**src/csp_consts.svh**
```systemverilog
// constants for the codec serial port enable and timing block
// Overview of operation
// - port enable is asynchronous, no clock edge
// - disabled: outputs released, inputs ignored
// - disabled: serial shift clock stopped
// - re-enable keeps control and data registers
// - re-enable restarts counters and state machines
// - four sample rates per channel, field B
// - sample tick refreshes adc and dac registers
// - five read/write control registers, A to E
// - control registers eight bits, bit 7 MSB
// - internal master clock divides external clock
// - output bits launched on serial clock rise
// - input bits captured on serial clock fall
// - one-bit frame sync before word MSB
// - serial clock = mclk / (mdiv * sdiv)
`ifndef CSP_CONSTS_SVH
`define CSP_CONSTS_SVH

`define CSP_NUM_CH      2
`define CSP_NUM_REGS    5
`define CSP_MEM_WORDS   10
`define CSP_REG_A       3'h0
`define CSP_REG_B       3'h1
`define CSP_REG_C       3'h2
`define CSP_REG_D       3'h3
`define CSP_REG_E       3'h4
`define CSP_REG_RESET   8'h00
`define CSP_WORD_MSB    4'hF
// control register B field positions
`define CSP_REGB_RATE_LSB 0
`define CSP_REGB_MCD_LSB  2
`define CSP_REGB_SCD_LSB  5
// fastest sample period in internal master clock ticks
`define CSP_RATE_BASE   12'h100
// control word field positions
`define CSP_CW_CTRL     15
`define CSP_CW_READ     14
`define CSP_CW_IDX_LSB  11
`define CSP_CW_CH       10

`endif

```
**src/csp_pkg.sv**
```systemverilog
// types shared by the codec serial port files
package csp_pkg;
  typedef logic [15:0] csp_word_t;
  typedef logic [7:0]  csp_byte_t;
  typedef enum logic [1:0] {TX_IDLE, TX_SYNC, TX_BITS} csp_tx_t;
  typedef enum logic [0:0] {RX_IDLE, RX_BITS} csp_rx_t;
endpackage

```
**src/csp_clkdiv.sv**
```systemverilog
// master clock divider and serial shift clock generator
`timescale 1ns/10ps
`include "csp_consts.svh"
module csp_clkdiv (
  input  wire logic       clk,
  input  wire logic       rst,
  input  wire logic       run,
  input  wire logic [2:0] mclk_sel,
  input  wire logic [1:0] sclk_sel,
  output logic            master_tick,
  output logic            sclk,
  output logic            sclk_rise,
  output logic            sclk_fall
);
  import csp_pkg::*;

  logic [2:0] mcnt;
  logic [2:0] next_mcnt;
  logic [2:0] scnt;
  logic [2:0] next_scnt;
  logic       next_sclk;
  logic       toggle;
  logic [2:0] half_last;

  // divide clk by mclk_sel+1, then toggle sclk every 2^sclk_sel ticks
  always_comb begin
    half_last  = 3'((4'h1 << sclk_sel) - 4'h1);
    master_tick = run && (mcnt == mclk_sel);
    toggle     = master_tick && (scnt == half_last);
    sclk_rise  = toggle && !sclk;
    sclk_fall  = toggle && sclk;
    next_mcnt  = master_tick ? 3'h0 : 3'(mcnt + 3'h1);
    next_scnt  = scnt;
    next_sclk  = sclk;
    if (master_tick) begin
      next_scnt = toggle ? 3'h0 : 3'(scnt + 3'h1);
    end
    if (toggle) begin
      next_sclk = !sclk;
    end
    if (!run) begin
      next_mcnt = 3'h0;
      next_scnt = 3'h0;
      next_sclk = 1'b0;
    end
  end

  // divider registers
  always_ff @(posedge clk) begin
    if (rst) begin
      mcnt <= 3'h0;
      scnt <= 3'h0;
      sclk <= 1'b0;
    end else begin
      mcnt <= next_mcnt;
      scnt <= next_scnt;
      sclk <= next_sclk;
    end
  end

  a_sclk_stopped: assert property (@(posedge clk)
    disable iff (rst) !run |-> !sclk_rise ##1 !sclk)
    else $error("serial clock runs while port disabled");

  // mdiv 2 and sdiv 4 give a rise every eight clocks
  a_sclk_ratio: assert property (@(posedge clk) disable iff (rst)
    sclk_rise && mclk_sel == 3'h1 && sclk_sel == 2'h1 && run
      ##1 (run && mclk_sel == 3'h1 && sclk_sel == 2'h1)[*7]
      |-> ##1 sclk_rise)
    else $error("serial clock period not mdiv times sdiv");
endmodule

```
**src/csp_regfile.sv**
```systemverilog
// control register storage for both channels, registered read
`timescale 1ns/10ps
`include "csp_consts.svh"
module csp_regfile (
  input  wire logic             clk,
  input  wire logic             rst,
  input  wire logic             wr_en,
  input  wire logic             rd_en,
  input  wire logic [3:0]       addr,
  input  wire csp_pkg::csp_byte_t wr_data,
  output csp_pkg::csp_byte_t    rd_data,
  output csp_pkg::csp_byte_t    ctrl_b0,
  output csp_pkg::csp_byte_t    ctrl_b1
);
  import csp_pkg::*;

  logic [`CSP_MEM_WORDS-1:0][7:0] mem;
  logic [`CSP_MEM_WORDS-1:0][7:0] next_mem;
  csp_byte_t                      next_rd_data;

  // eight-bit registers A..E per channel, address = chan*5 + index
  always_comb begin
    next_mem     = mem;
    next_rd_data = rd_data;
    if (wr_en) begin
      next_mem[addr] = wr_data;
    end
    if (rd_en) begin
      next_rd_data = mem[addr];
    end
  end

  // only the chip reset clears the registers, never the port enable
  always_ff @(posedge clk) begin
    if (rst) begin
      mem     <= {`CSP_MEM_WORDS{`CSP_REG_RESET}};
      rd_data <= `CSP_REG_RESET;
    end else begin
      mem     <= next_mem;
      rd_data <= next_rd_data;
    end
  end

  assign ctrl_b0 = mem[4'(`CSP_REG_B)];
  assign ctrl_b1 = mem[4'(`CSP_NUM_REGS) + 4'(`CSP_REG_B)];

  a_mem_held: assert property (@(posedge clk) disable iff (rst)
    !wr_en |=> $stable(mem))
    else $error("control register changed without a write");
endmodule

```
**src/csp_port.sv**
```systemverilog
// codec serial port with asynchronous enable, gating and sample timing
`timescale 1ns/10ps
`include "csp_consts.svh"
module csp_port (
  input  wire logic              clk,
  input  wire logic              rst,
  input  wire logic              port_enable_pin,
  input  wire logic              serial_data_input,
  input  wire logic              input_frame_sync,
  input  wire csp_pkg::csp_word_t adc_sample_ch0,
  input  wire csp_pkg::csp_word_t adc_sample_ch1,
  output logic                   sclk,
  output logic                   serial_data_output,
  output logic                   serial_data_output_oe,
  output logic                   output_frame_sync,
  output logic                   output_frame_sync_oe,
  output csp_pkg::csp_word_t     dac_sample_ch0,
  output csp_pkg::csp_word_t     dac_sample_ch1
);
  import csp_pkg::*;

  // enable synchroniser
  logic en_meta;
  logic en_sync;
  logic next_en_meta;
  logic next_en_sync;
  logic run;

  // clock divider outputs
  logic master_tick;
  logic sclk_rise;
  logic sclk_fall;

  // register file port
  logic      reg_wr;
  logic      reg_rd;
  logic [3:0] reg_addr;
  csp_byte_t reg_rd_data;
  csp_byte_t ctrl_b0;
  csp_byte_t ctrl_b1;

  // per channel sample path
  logic      tick [`CSP_NUM_CH];
  csp_word_t adc_in [`CSP_NUM_CH];
  csp_word_t adc_out [`CSP_NUM_CH];
  csp_word_t dac_in [`CSP_NUM_CH];
  csp_word_t dac_out [`CSP_NUM_CH];

  // transmit side
  csp_tx_t   tx_state;
  csp_tx_t   next_tx_state;
  logic [3:0] tx_cnt;
  logic [3:0] next_tx_cnt;
  logic      tx_chan;
  logic      next_tx_chan;
  csp_word_t tx_word;
  csp_word_t next_tx_word;
  logic      tx_pend;
  logic      next_tx_pend;
  logic      next_dout;
  logic      next_dout_oe;
  logic      next_fs;
  logic      next_fs_oe;

  // receive side and read replies
  csp_rx_t   rx_state;
  csp_rx_t   next_rx_state;
  logic [3:0] rx_cnt;
  logic [3:0] next_rx_cnt;
  csp_word_t rx_word;
  csp_word_t next_rx_word;
  logic      rx_chan;
  logic      next_rx_chan;
  logic      rd_pend;
  logic      next_rd_pend;
  logic [3:0] rd_tag;
  logic [3:0] next_rd_tag;
  logic      reply_valid;
  logic      next_reply_valid;
  csp_word_t reply_word;
  csp_word_t next_reply_word;
  logic      rx_done;
  csp_word_t rx_full;
  logic [2:0] rx_idx;
  logic [3:0] rx_base;
  logic      dac_wr [`CSP_NUM_CH];

  // the pin changes with no regard to any clock, so it is resynchronised
  always_comb begin
    next_en_meta = port_enable_pin;
    next_en_sync = en_meta;
  end

  always_ff @(posedge clk) begin
    if (rst) begin
      en_meta <= 1'b0;
      en_sync <= 1'b0;
    end else begin
      en_meta <= next_en_meta;
      en_sync <= next_en_sync;
    end
  end

  assign run = en_sync;

  csp_clkdiv u_clkdiv (
    .clk        (clk),
    .rst        (rst),
    .run        (run),
    .mclk_sel   (ctrl_b0[`CSP_REGB_MCD_LSB +: 3]),
    .sclk_sel   (ctrl_b0[`CSP_REGB_SCD_LSB +: 2]),
    .master_tick (master_tick),
    .sclk       (sclk),
    .sclk_rise  (sclk_rise),
    .sclk_fall  (sclk_fall)
  );

  csp_regfile u_regfile (
    .clk     (clk),
    .rst     (rst),
    .wr_en   (reg_wr),
    .rd_en   (reg_rd),
    .addr    (reg_addr),
    .wr_data (rx_full[7:0]),
    .rd_data (reg_rd_data),
    .ctrl_b0 (ctrl_b0),
    .ctrl_b1 (ctrl_b1)
  );

  assign adc_in[0]      = adc_sample_ch0;
  assign adc_in[1]      = adc_sample_ch1;
  assign dac_sample_ch0 = dac_out[0];
  assign dac_sample_ch1 = dac_out[1];

  // sample rate timer and converter registers, one set per channel
  for (genvar i = 0; i < `CSP_NUM_CH; i++) begin : g_ch
    logic [11:0] cnt;
    logic [11:0] next_cnt;
    logic [11:0] period;
    logic [1:0]  rate;
    csp_word_t   next_adc;
    csp_word_t   next_dac_in;
    csp_word_t   next_dac_out;

    always_comb begin
      rate   = (i == 0) ? ctrl_b0[`CSP_REGB_RATE_LSB +: 2]
                        : ctrl_b1[`CSP_REGB_RATE_LSB +: 2];
      period = 12'(`CSP_RATE_BASE << (2'h3 - rate));
      tick[i] = master_tick && (cnt == 12'(period - 12'h1));
      next_cnt = cnt;
      if (master_tick) begin
        next_cnt = tick[i] ? 12'h0 : 12'(cnt + 12'h1);
      end
      if (!run) begin
        next_cnt = 12'h0;
      end
      next_adc     = tick[i] ? adc_in[i] : adc_out[i];
      next_dac_out = tick[i] ? dac_in[i] : dac_out[i];
      next_dac_in  = dac_wr[i] ? rx_full : dac_in[i];
    end

    // sample data survive a disable, only chip reset clears them
    always_ff @(posedge clk) begin
      if (rst) begin
        cnt        <= 12'h0;
        adc_out[i] <= 16'h0000;
        dac_in[i]  <= 16'h0000;
        dac_out[i] <= 16'h0000;
      end else begin
        cnt        <= next_cnt;
        adc_out[i] <= next_adc;
        dac_in[i]  <= next_dac_in;
        dac_out[i] <= next_dac_out;
      end
    end

    a_tick_dac: assert property (@(posedge clk) disable iff (rst)
      tick[i] |=> dac_out[i] == $past(dac_in[i])
        && adc_out[i] == $past(adc_in[i]))
      else $error("sample tick did not refresh converter registers");
  end

  // transmit: frame sync one bit ahead of the MSB, bits on each rise
  always_comb begin
    next_tx_state    = tx_state;
    next_tx_cnt      = tx_cnt;
    next_tx_chan     = tx_chan;
    next_tx_word     = tx_word;
    next_tx_pend     = tx_pend;
    next_dout        = serial_data_output;
    next_dout_oe     = serial_data_output_oe;
    next_fs          = output_frame_sync;
    next_fs_oe       = run;
    next_reply_valid = reply_valid;
    next_reply_word  = reply_word;
    if (rd_pend) begin
      next_reply_valid = 1'b1;
      next_reply_word  = {2'b11, rd_tag[2:0], rd_tag[3], 2'b00, reg_rd_data};
    end
    if (sclk_rise) begin
      unique case (tx_state)
        TX_IDLE: begin
          if (tx_pend) begin
            next_tx_pend  = 1'b0;
            next_tx_chan  = 1'b0;
            next_tx_state = TX_SYNC;
            next_fs       = 1'b1;
          end
        end
        TX_SYNC: begin
          next_fs       = 1'b0;
          next_tx_state = TX_BITS;
          next_tx_cnt   = `CSP_WORD_MSB;
          next_tx_word  = reply_valid ? reply_word : adc_out[tx_chan];
          next_reply_valid = rd_pend;
          next_dout     = next_tx_word[`CSP_WORD_MSB];
          next_dout_oe  = 1'b1;
        end
        TX_BITS: begin
          if (tx_cnt == 4'h0) begin
            next_dout_oe = 1'b0;
            next_dout    = 1'b0;
            if (!tx_chan) begin
              next_tx_chan  = 1'b1;
              next_tx_state = TX_SYNC;
              next_fs       = 1'b1;
            end else begin
              next_tx_state = TX_IDLE;
            end
          end else begin
            next_tx_cnt = 4'(tx_cnt - 4'h1);
            next_dout   = tx_word[next_tx_cnt];
          end
        end
      endcase
    end
    if (tick[0]) begin
      next_tx_pend = 1'b1;                               // set beats clear
    end
    if (!run) begin
      next_tx_state = TX_IDLE;
      next_tx_cnt   = 4'h0;
      next_tx_chan  = 1'b0;
      next_tx_pend  = 1'b0;
      next_dout     = 1'b0;
      next_dout_oe  = 1'b0;
      next_fs       = 1'b0;
      next_reply_valid = 1'b0;
    end
  end

  always_ff @(posedge clk) begin
    if (rst) begin
      tx_state              <= TX_IDLE;
      tx_cnt                <= 4'h0;
      tx_chan               <= 1'b0;
      tx_word               <= 16'h0000;
      tx_pend               <= 1'b0;
      serial_data_output    <= 1'b0;
      serial_data_output_oe <= 1'b0;
      output_frame_sync     <= 1'b0;
      output_frame_sync_oe  <= 1'b0;
      reply_valid           <= 1'b0;
      reply_word            <= 16'h0000;
    end else begin
      tx_state              <= next_tx_state;
      tx_cnt                <= next_tx_cnt;
      tx_chan               <= next_tx_chan;
      tx_word               <= next_tx_word;
      tx_pend               <= next_tx_pend;
      serial_data_output    <= next_dout;
      serial_data_output_oe <= next_dout_oe;
      output_frame_sync     <= next_fs;
      output_frame_sync_oe  <= next_fs_oe;
      reply_valid           <= next_reply_valid;
      reply_word            <= next_reply_word;
    end
  end

  // receive: frame sync and bits sampled on each fall, decode at word end
  always_comb begin
    next_rx_state = rx_state;
    next_rx_cnt   = rx_cnt;
    next_rx_word  = rx_word;
    rx_done       = 1'b0;
    rx_full       = {rx_word[14:0], serial_data_input};
    if (sclk_fall) begin
      unique case (rx_state)
        RX_IDLE: begin
          if (input_frame_sync) begin
            next_rx_state = RX_BITS;
            next_rx_cnt   = `CSP_WORD_MSB;
          end
        end
        RX_BITS: begin
          next_rx_word = rx_full;
          if (rx_cnt == 4'h0) begin
            rx_done       = 1'b1;
            next_rx_state = RX_IDLE;
          end else begin
            next_rx_cnt = 4'(rx_cnt - 4'h1);
          end
        end
      endcase
    end
    rx_idx   = rx_full[`CSP_CW_IDX_LSB +: 3];
    rx_base  = rx_full[`CSP_CW_CH] ? 4'(`CSP_NUM_REGS) : 4'h0;
    reg_addr = 4'(rx_base + {1'b0, rx_idx});
    reg_wr   = run && rx_done && rx_full[`CSP_CW_CTRL]
               && !rx_full[`CSP_CW_READ] && (rx_idx <= `CSP_REG_E);
    reg_rd   = run && rx_done && rx_full[`CSP_CW_CTRL]
               && rx_full[`CSP_CW_READ] && (rx_idx <= `CSP_REG_E);
    next_rd_pend = reg_rd;
    next_rd_tag  = reg_rd ? {rx_full[`CSP_CW_CH], rx_idx} : rd_tag;
    next_rx_chan = rx_chan;
    dac_wr[0] = run && rx_done && !rx_full[`CSP_CW_CTRL] && !rx_chan;
    dac_wr[1] = run && rx_done && !rx_full[`CSP_CW_CTRL] && rx_chan;
    if (run && rx_done && !rx_full[`CSP_CW_CTRL]) begin
      next_rx_chan = !rx_chan;
    end
    if (!run) begin
      next_rx_state = RX_IDLE;
      next_rx_cnt   = 4'h0;
      next_rx_chan  = 1'b0;
      next_rd_pend  = 1'b0;
    end
  end

  always_ff @(posedge clk) begin
    if (rst) begin
      rx_state <= RX_IDLE;
      rx_cnt   <= 4'h0;
      rx_word  <= 16'h0000;
      rx_chan  <= 1'b0;
      rd_pend  <= 1'b0;
      rd_tag   <= 4'h0;
    end else begin
      rx_state <= next_rx_state;
      rx_cnt   <= next_rx_cnt;
      rx_word  <= next_rx_word;
      rx_chan  <= next_rx_chan;
      rd_pend  <= next_rd_pend;
      rd_tag   <= next_rd_tag;
    end
  end

  a_enable_synced: assert property (@(posedge clk)
    disable iff (rst) ##2 1 |-> en_sync == $past(port_enable_pin, 2))
    else $error("enable not passed through two flops");

  a_pins_released: assert property (@(posedge clk)
    disable iff (rst)
    !run |=> !serial_data_output_oe && !output_frame_sync_oe)
    else $error("outputs driven while port disabled");

  a_state_restart: assert property (@(posedge clk)
    disable iff (rst)
    !run |=> tx_state == TX_IDLE && rx_state == RX_IDLE && tx_cnt == 4'h0
      && rx_cnt == 4'h0 && !tx_pend)
    else $error("timing state not at reset value while disabled");

  // control and sample words must not move while the port is off
  a_regs_kept: assert property (@(posedge clk) disable iff (rst)
    !run |=> $stable(ctrl_b0) && $stable(ctrl_b1)
      && $stable(dac_in[0]) && $stable(dac_in[1]))
    else $error("register written while port disabled");

  a_fs_one_bit: assert property (@(posedge clk) disable iff (rst)
    tx_state == TX_SYNC && sclk_rise && run
      |=> !output_frame_sync && serial_data_output_oe)
    else $error("frame sync not one bit before MSB");

  a_launch_rise: assert property (@(posedge clk) disable iff (rst)
    $changed(serial_data_output) |-> $past(sclk_rise) || !$past(run))
    else $error("output bit changed away from a rising edge");
endmodule

```
**config.mk**
```make
export PLATFORM = sky130hd
export DESIGN_NAME = csp_port
export DESIGN_NICKNAME = d
export VERILOG_FILES = /design/src/csp_pkg.sv /design/src/csp_clkdiv.sv /design/src/csp_regfile.sv /design/src/csp_port.sv
export VERILOG_INCLUDE_DIRS = /design/src
export SDC_FILE = /design/constraint.sdc
export NUM_CORES = 1
export LEC_CHECK = 0
export BUFFER_PORTS_ARGS = -buffer_cell sky130_fd_sc_hd__buf_2
export CAP_MARGIN = 20
export CORE_ASPECT_RATIO = 0.6
export CORE_MARGIN = 2
export CORE_UTILIZATION = 55
export DETAILED_ROUTE_END_ITERATION = 7
export PLACE_DENSITY_LB_ADDON = 0.1
export SETUP_SLACK_MARGIN = 0.15
export SLEW_MARGIN = 5
export SYNTH_ARGS = -nofsm -noshare
export SYNTH_HDL_FRONTEND = slang
export SYNTH_SLANG_ARGS = --single-unit
```
**constraint.sdc**
```tcl
create_clock -name clk -period 5.5 [get_ports clk]
set_input_delay 0.55 -clock clk [delete_from_list [all_inputs] [get_ports clk]]
set_output_delay 0.55 -clock clk [all_outputs]
set_load 0.02 [all_outputs]
```
* Yosys cells after proc, flatten, opt, wreduce, memory -nomap -nowiden *
Memories as Yosys holds them, arrays and structs flattened. A register that Yosys moved wholly into a read port is not among the register bits.
Cells that the tools add are included.

operators by class
  add/sub/neg operators = 12
  magnitude comparators = 4
  equal/unequal tests = 14
  bitwise logic cells = 8
  shift-type cells = 3
  multiplexer cells = 61
  reduce and logical (&&, ||, !) cells = 41

operator list
  kind                   number
  $mux 16                13
  $bwmux 80              1
  $bmux 8 s4             1
  $demux 8 s4            1
  $mux 1                 25
  $add 12x1->12 const B  2
  $eq 12x12->1           2
  $mux 12                2
  $shl 9x2->12 const A   2
  $sub 12x1->12 const B  2
  $logic_and 1x1->1      16
  $mux 8                 2
  $pmux 4 s2             2
  $mux 4                 3
  $ne 2x2->1 const B     6
  $reduce_and 2->1       6
  $reduce_and 3->1       4
  $lt 4x5->1 const B     2
  $logic_not 4->1        2
  $pmux 1 s2             4
  $reduce_and 4->1       2
  $reduce_bool 2->1      4
  $sub 4x1->4 const B    2
  $add 3x1->3 const B    2
  other kinds (21)       35

storage, ports and cells
  memories kept = 3
  input port bits = 37
  flip-flop bits (word level) = 189
  RAM bits = 96

memory list
  name     words  width  rd ports  clocked after Yosys merged registers in  wr ports  line            source
  adc_out  2      16     1         1                                        2         csp_port.sv:45  csp_word_t adc_out [`CSP_NUM_CH];
  dac_in   2      16     2         0                                        2         csp_port.sv:46  csp_word_t dac_in [`CSP_NUM_CH];
  dac_out  2      16     2         0                                        2         csp_port.sv:47  csp_word_t dac_out [`CSP_NUM_CH];

* Depth between registers and ports, before layout *
  depth in word-level cells = 11
  mapped depth = 9
  gate-level depth less buffers = 7

* Modules after synthesis *
From an unflattened synthesis, not the netlist that was laid out.

unflattened totals
  cells, all modules = 1311
  area total of the unflattened synthesis = 12219.2 um2

by module, submodules not included
  module       cells an instance  instances  area an instance (um2)
  csp_port     798                1          7778.7
  csp_regfile  469                1          4056.4
  csp_clkdiv   44                 1          384.1

* Worst setup path after synthesis *
Ideal clock, no wire load.

  kind = register to register
  start = register rx_word[9]
  end = register u_regfile.mem[64] in the netlist's numbering
  path buffers = 2
  cell stages (with the launch flop) = 7
  arrival time = 2.301 ns
  required time = 5.368 ns
  path slack = 3.066 ns
  cell sequence = dfxtp_1 > ha_1 > buf_2 > clkbuf_1 > nor3_1 > nand3_2 > mux2i_1

between the ends
  longest elaborated chain between the ends = 7
  elaborated cells on any way between the ends = 8

RTL lines
  item                                                            line               source
  from (decl)                                                     csp_port.sv:70     csp_word_t rx_word;
  from (signal assigned)                                          csp_port.sv:340    rx_word <= next_rx_word;
  $mux 3 *                                                        csp_port.sv:307    rx_base = rx_full[`CSP_CW_CH] ? 4'(`CSP_NUM_REGS) : 4'h0;
  $add 3x3->4 *                                                   csp_port.sv:308    reg_addr = 4'(rx_base + {1'b0, rx_idx});
  $lt 4x5->1 (not written as such) or $ge 4x1->1 (tied branches)  csp_regfile.sv:26  next_mem[addr] = wr_data;
  $logic_and 1x1->1 (not written as such)                         csp_regfile.sv:26
  $mux 8 (not written as such)                                    csp_regfile.sv:26
  $demux 8 s4 *                                                   --
  $bwmux 80 *                                                     csp_regfile.sv:26
  to (signal assigned)                                            csp_regfile.sv:36  mem <= {`CSP_MEM_WORDS{`CSP_REG_RESET}};
  to (signal assigned)                                            csp_regfile.sv:39  mem <= next_mem;
  to (decl)                                                       csp_regfile.sv:17  logic [`CSP_MEM_WORDS-1:0][7:0] mem;

Mark *: on every way between the ends. The rest lies on a longest branch, timed or not.
A chain may end at the register's enable or synchronous reset.

==> results by group <==
Clock network
  • Htree depth: 1
  • CTS buffer count: 27
  • Max clock buf depth: 3
  • CTS resizes: 0
  • Hold Buf Count CTS: 0
  • Clk Latency, worst-skew pair: 0.54 ns
  • Clk slew on worst S/H paths: 0.06 ns
  • CTS Sinks: 286
  • CTS tree: yes
  • Setup Fix Bufs, Post-CTS: 0
  • Root Driver: clkbuf_16

Global routing
  • Grt total ovfl: 0
  • Total Routing Usage GR: 25.8%
  • Initial antenna violation count: 0
  • Largest net degree at the start of global routing: 160
  • Vias in the first global route: 8639
  • First-pass GRT wire length: 48.4 mm

Drt
  • First DRT Iteration DRCs: 793
  • Residual DRC: 0
  • First drt pass iteration count: 6
  • Wirelength per Cell: 18.9 µm
  • Vias: 9212
  • Final wirelength: 30.3 mm
  • Antenna Nets Post-Route: 0
  • Via-per-instance ratio: 5.73

Synth
  • Synth area leaders: dfxtp_1 41%, mux2i_1 12%, edfxtp_1 7.7%
  • Mapped Nets: 1293
  • Main flop type after synthesis: dfxtp_1
  • Ys async rst share: 0%
  • Sequential area share after synthesis: 48.5%
  • Top cell type's share of synthesized area: 40.8%
  • Syn. warnings: 0
  • Syn avg cell area: 10.0 µm²
  • Dominant cell by count in the synthesized netlist: dfxtp_1
  • #FFs+latches synth: 286
  • Distinct cells, synth: 62
  • EDFF count, synth: 32
  • Post-Syn Instances: 1243
  • Cell taking the most area after synthesis: dfxtp_1
  • Most common library cells after synthesis: 254 x dfxtp_1, 154 x mux2i_1, 104 x nand2_1
  • Synth Cell Area: 0.0125 mm²

Pwr
  • Switching power share of the total: 21.0%
  • Logic gate share of total power: 2.0%
  • Clock share of power: 45.2%
  • Switch Pwr: 0.000842 W
  • Power Internal: 0.00318 W
  • PD cells: 289 mW/mm²
  • P_leak: 5.14 nW
  • Register share of total power: 52.8%
  • Maximum vdd drop: 0.199 mV

Placement
  • Routability cong.: 0.844
  • Port bufs: 73
  • HPWL Detailed: 20.8 mm
  • Post-DP Area: 0.0130 mm²
  • Post-Place Setup Slack: 1.77 ns

Cells and area
  • Final #Nets: 1331
  • Layout cell share with drive strength beyond 1: 14.1%
  • Final Instance Area: 0.0139 mm²
  • P&R area growth vs syn: 11.3%
  • Number of antenna diodes: 0

Critical path
  • Worst setup EP type: register
  • CP Data Required Time: 5.70 ns
  • CP max FO: 21
  • Crit path max-delay family: simple AND/OR/NAND/NOR gates
  • CP startpoint kind: register
  • Crit Path Category: register to register
  • Crit path DAT: 3.98 ns
  • Buf/Inv on CP: 0
  • Critical-path top delay cell: or3_1
  • Critical Path, Cell by Cell: xnor2_1, nand4_1, or3_1, nor2_1, or2_2
  • Max incr delay on CP: 0.94 ns

STA
  • Max-slew headroom: 29.6%
  • Final Hold Violating Endpoints: 0
  • Tcrit/Tclk final: 68.8%
  • Final critical-path required period: 3.78 ns
  • Slew Limit Fails: 0
  • RSZ-0062 raised after global routing: false
  • Max frequency: 264 MHz
  • Setup violators final: 0
  • Setup TNS: 0 ns
  • Worst slew pin tran: 1.06 ns
  • Clock Skew: 0.0108 ns
  • Setup ws final: 1.72 ns

Floorplanning
  • Die ar.: 0.0239 mm²
  • Die W: 198 µm
  • Starting density of the core: 56.3%
  • Die height: 121 µm
  • I/O Pins: 74
  • Core Region: 0.0222 mm²
  • Row Count: 42

Job
  • Max Cap Violations: 0

Outcome
  • Status: finished clean

Min path
  • Hold Crit Class: primary input to register
[final cells by class]
class | instances | area, µm²
Clock buffer | 41 | 788
Clock inverter | 7 | 67.6
Fill cell | 1902 | 8290
Inverter | 19 | 71.3
Multi-Input combinational cell | 859 | 6030
Sequential cell | 286 | 6050
Tap cell | 308 | 385
Timing Repair Buffer | 88 | 499
[per-layer routing]
layer | GRT usage (%) | share of wire [%] | vias up | wire length (µm)
met1 | 41.8 | 52 | 4447 | 15700
met4 | 4.71 | 1.4 | 0 | 438
met2 | 35.2 | 39 | 260 | 11900
li1 | - | - | 4467 | -
met5 | 0 | 0 | - | 0
met3 | 4.63 | 7.7 | 38 | 2330
[power by group through the flow]
stage	combinational [W]	sequential [W]	clock, W
finish	0.0000821	0.00212	0.00182
global route	0.0000878	0.00212	0.00194
CTS	0.0000813	0.00212	0.00184
detailed placement	0.0000813	0.00217	0
global placement	0.0000816	0.00217	0
floorplan	0.0000500	0.00217	0
[sequential cells by signal (all words and copies together) (netlist names), 2 cells and up, named ones only]
register           flops
tx_word               16
tx_state               2
reply_word            13
u_clkdiv.scnt          3
g_ch.cnt              24
rx_cnt                 4
tx_cnt                 4
rd_tag                 4
dac_out               32
u_regfile.mem         64
u_regfile.rd_data      8
u_regfile.ctrl_b0      8
dac_in                32
u_regfile.ctrl_b1      8
rx_word               15
adc_out               32
u_clkdiv.mcnt          3
[worst paths after layout]
check | slack, ns | from | depth (start not counted) | to
worst min register to register | 0.45 | tx_word[6]$_SDFFE_PP0P_ | 2 | tx_word[6]$_SDFFE_PP0P_
worst max register to register | 1.72 | u_clkdiv.mcnt[0]$_SDFF_PP0_ | 5 | adc_out[1][6]$_SDFFCE_PN0P_
worst max-delay path | 1.72 | u_clkdiv.mcnt[0]$_SDFF_PP0_ | 5 | adc_out[1][6]$_SDFFCE_PN0P_
worst min-delay path | 0.24 | port_enable_pin | 2 | en_meta$_SDFF_PP0_
[placed cells by master, fill, tap and decap left out, types with 25 or more instances in the layout]
cell type,n
a21oi_1,77
buf_2,72
clkbuf_16,27
dfxtp_1,254
edfxtp_1,32
mux2i_1,154
nand2_1,104
nand2b_1,96
nand3_1,35
nor2_1,98
nor3_1,25
o21ai_0,43
[cell families after synthesis]
kind of cell / after synthesis / synth area share [%]
fa+ha+maj: 13 / 1.30
compound gates: 188 / 10.0
flops: 286 / 48.5
simple gates: 452 / 18.6
mux: 180 / 16.5
buf+inv: 98 / 3.28
xor+xnor: 26 / 1.83
[through the flow]
| stage | std cells | utilization, % | power [W] | hold slack [ns] |
|---|---|---|---|---|
| 5_1_grt | 1608 | 62.6 | 0.00414 | 0.248 |
| 2_1_floorplan | 1243 | - | 0.00222 | 0.414 |
| 3_5_place_dp | 1559 | 58.7 | 0.00225 | 0.448 |
| 4_1_cts | 1607 | 62.6 | 0.00404 | 0.236 |
| 6_report | 1608 | 62.6 | 0.00402 | 0.239 |
| 3_3_place_gp | 1559 | 58.7 | 0.00225 | 0.440 |
Note: power is estimated with default switching activity, not from simulation.
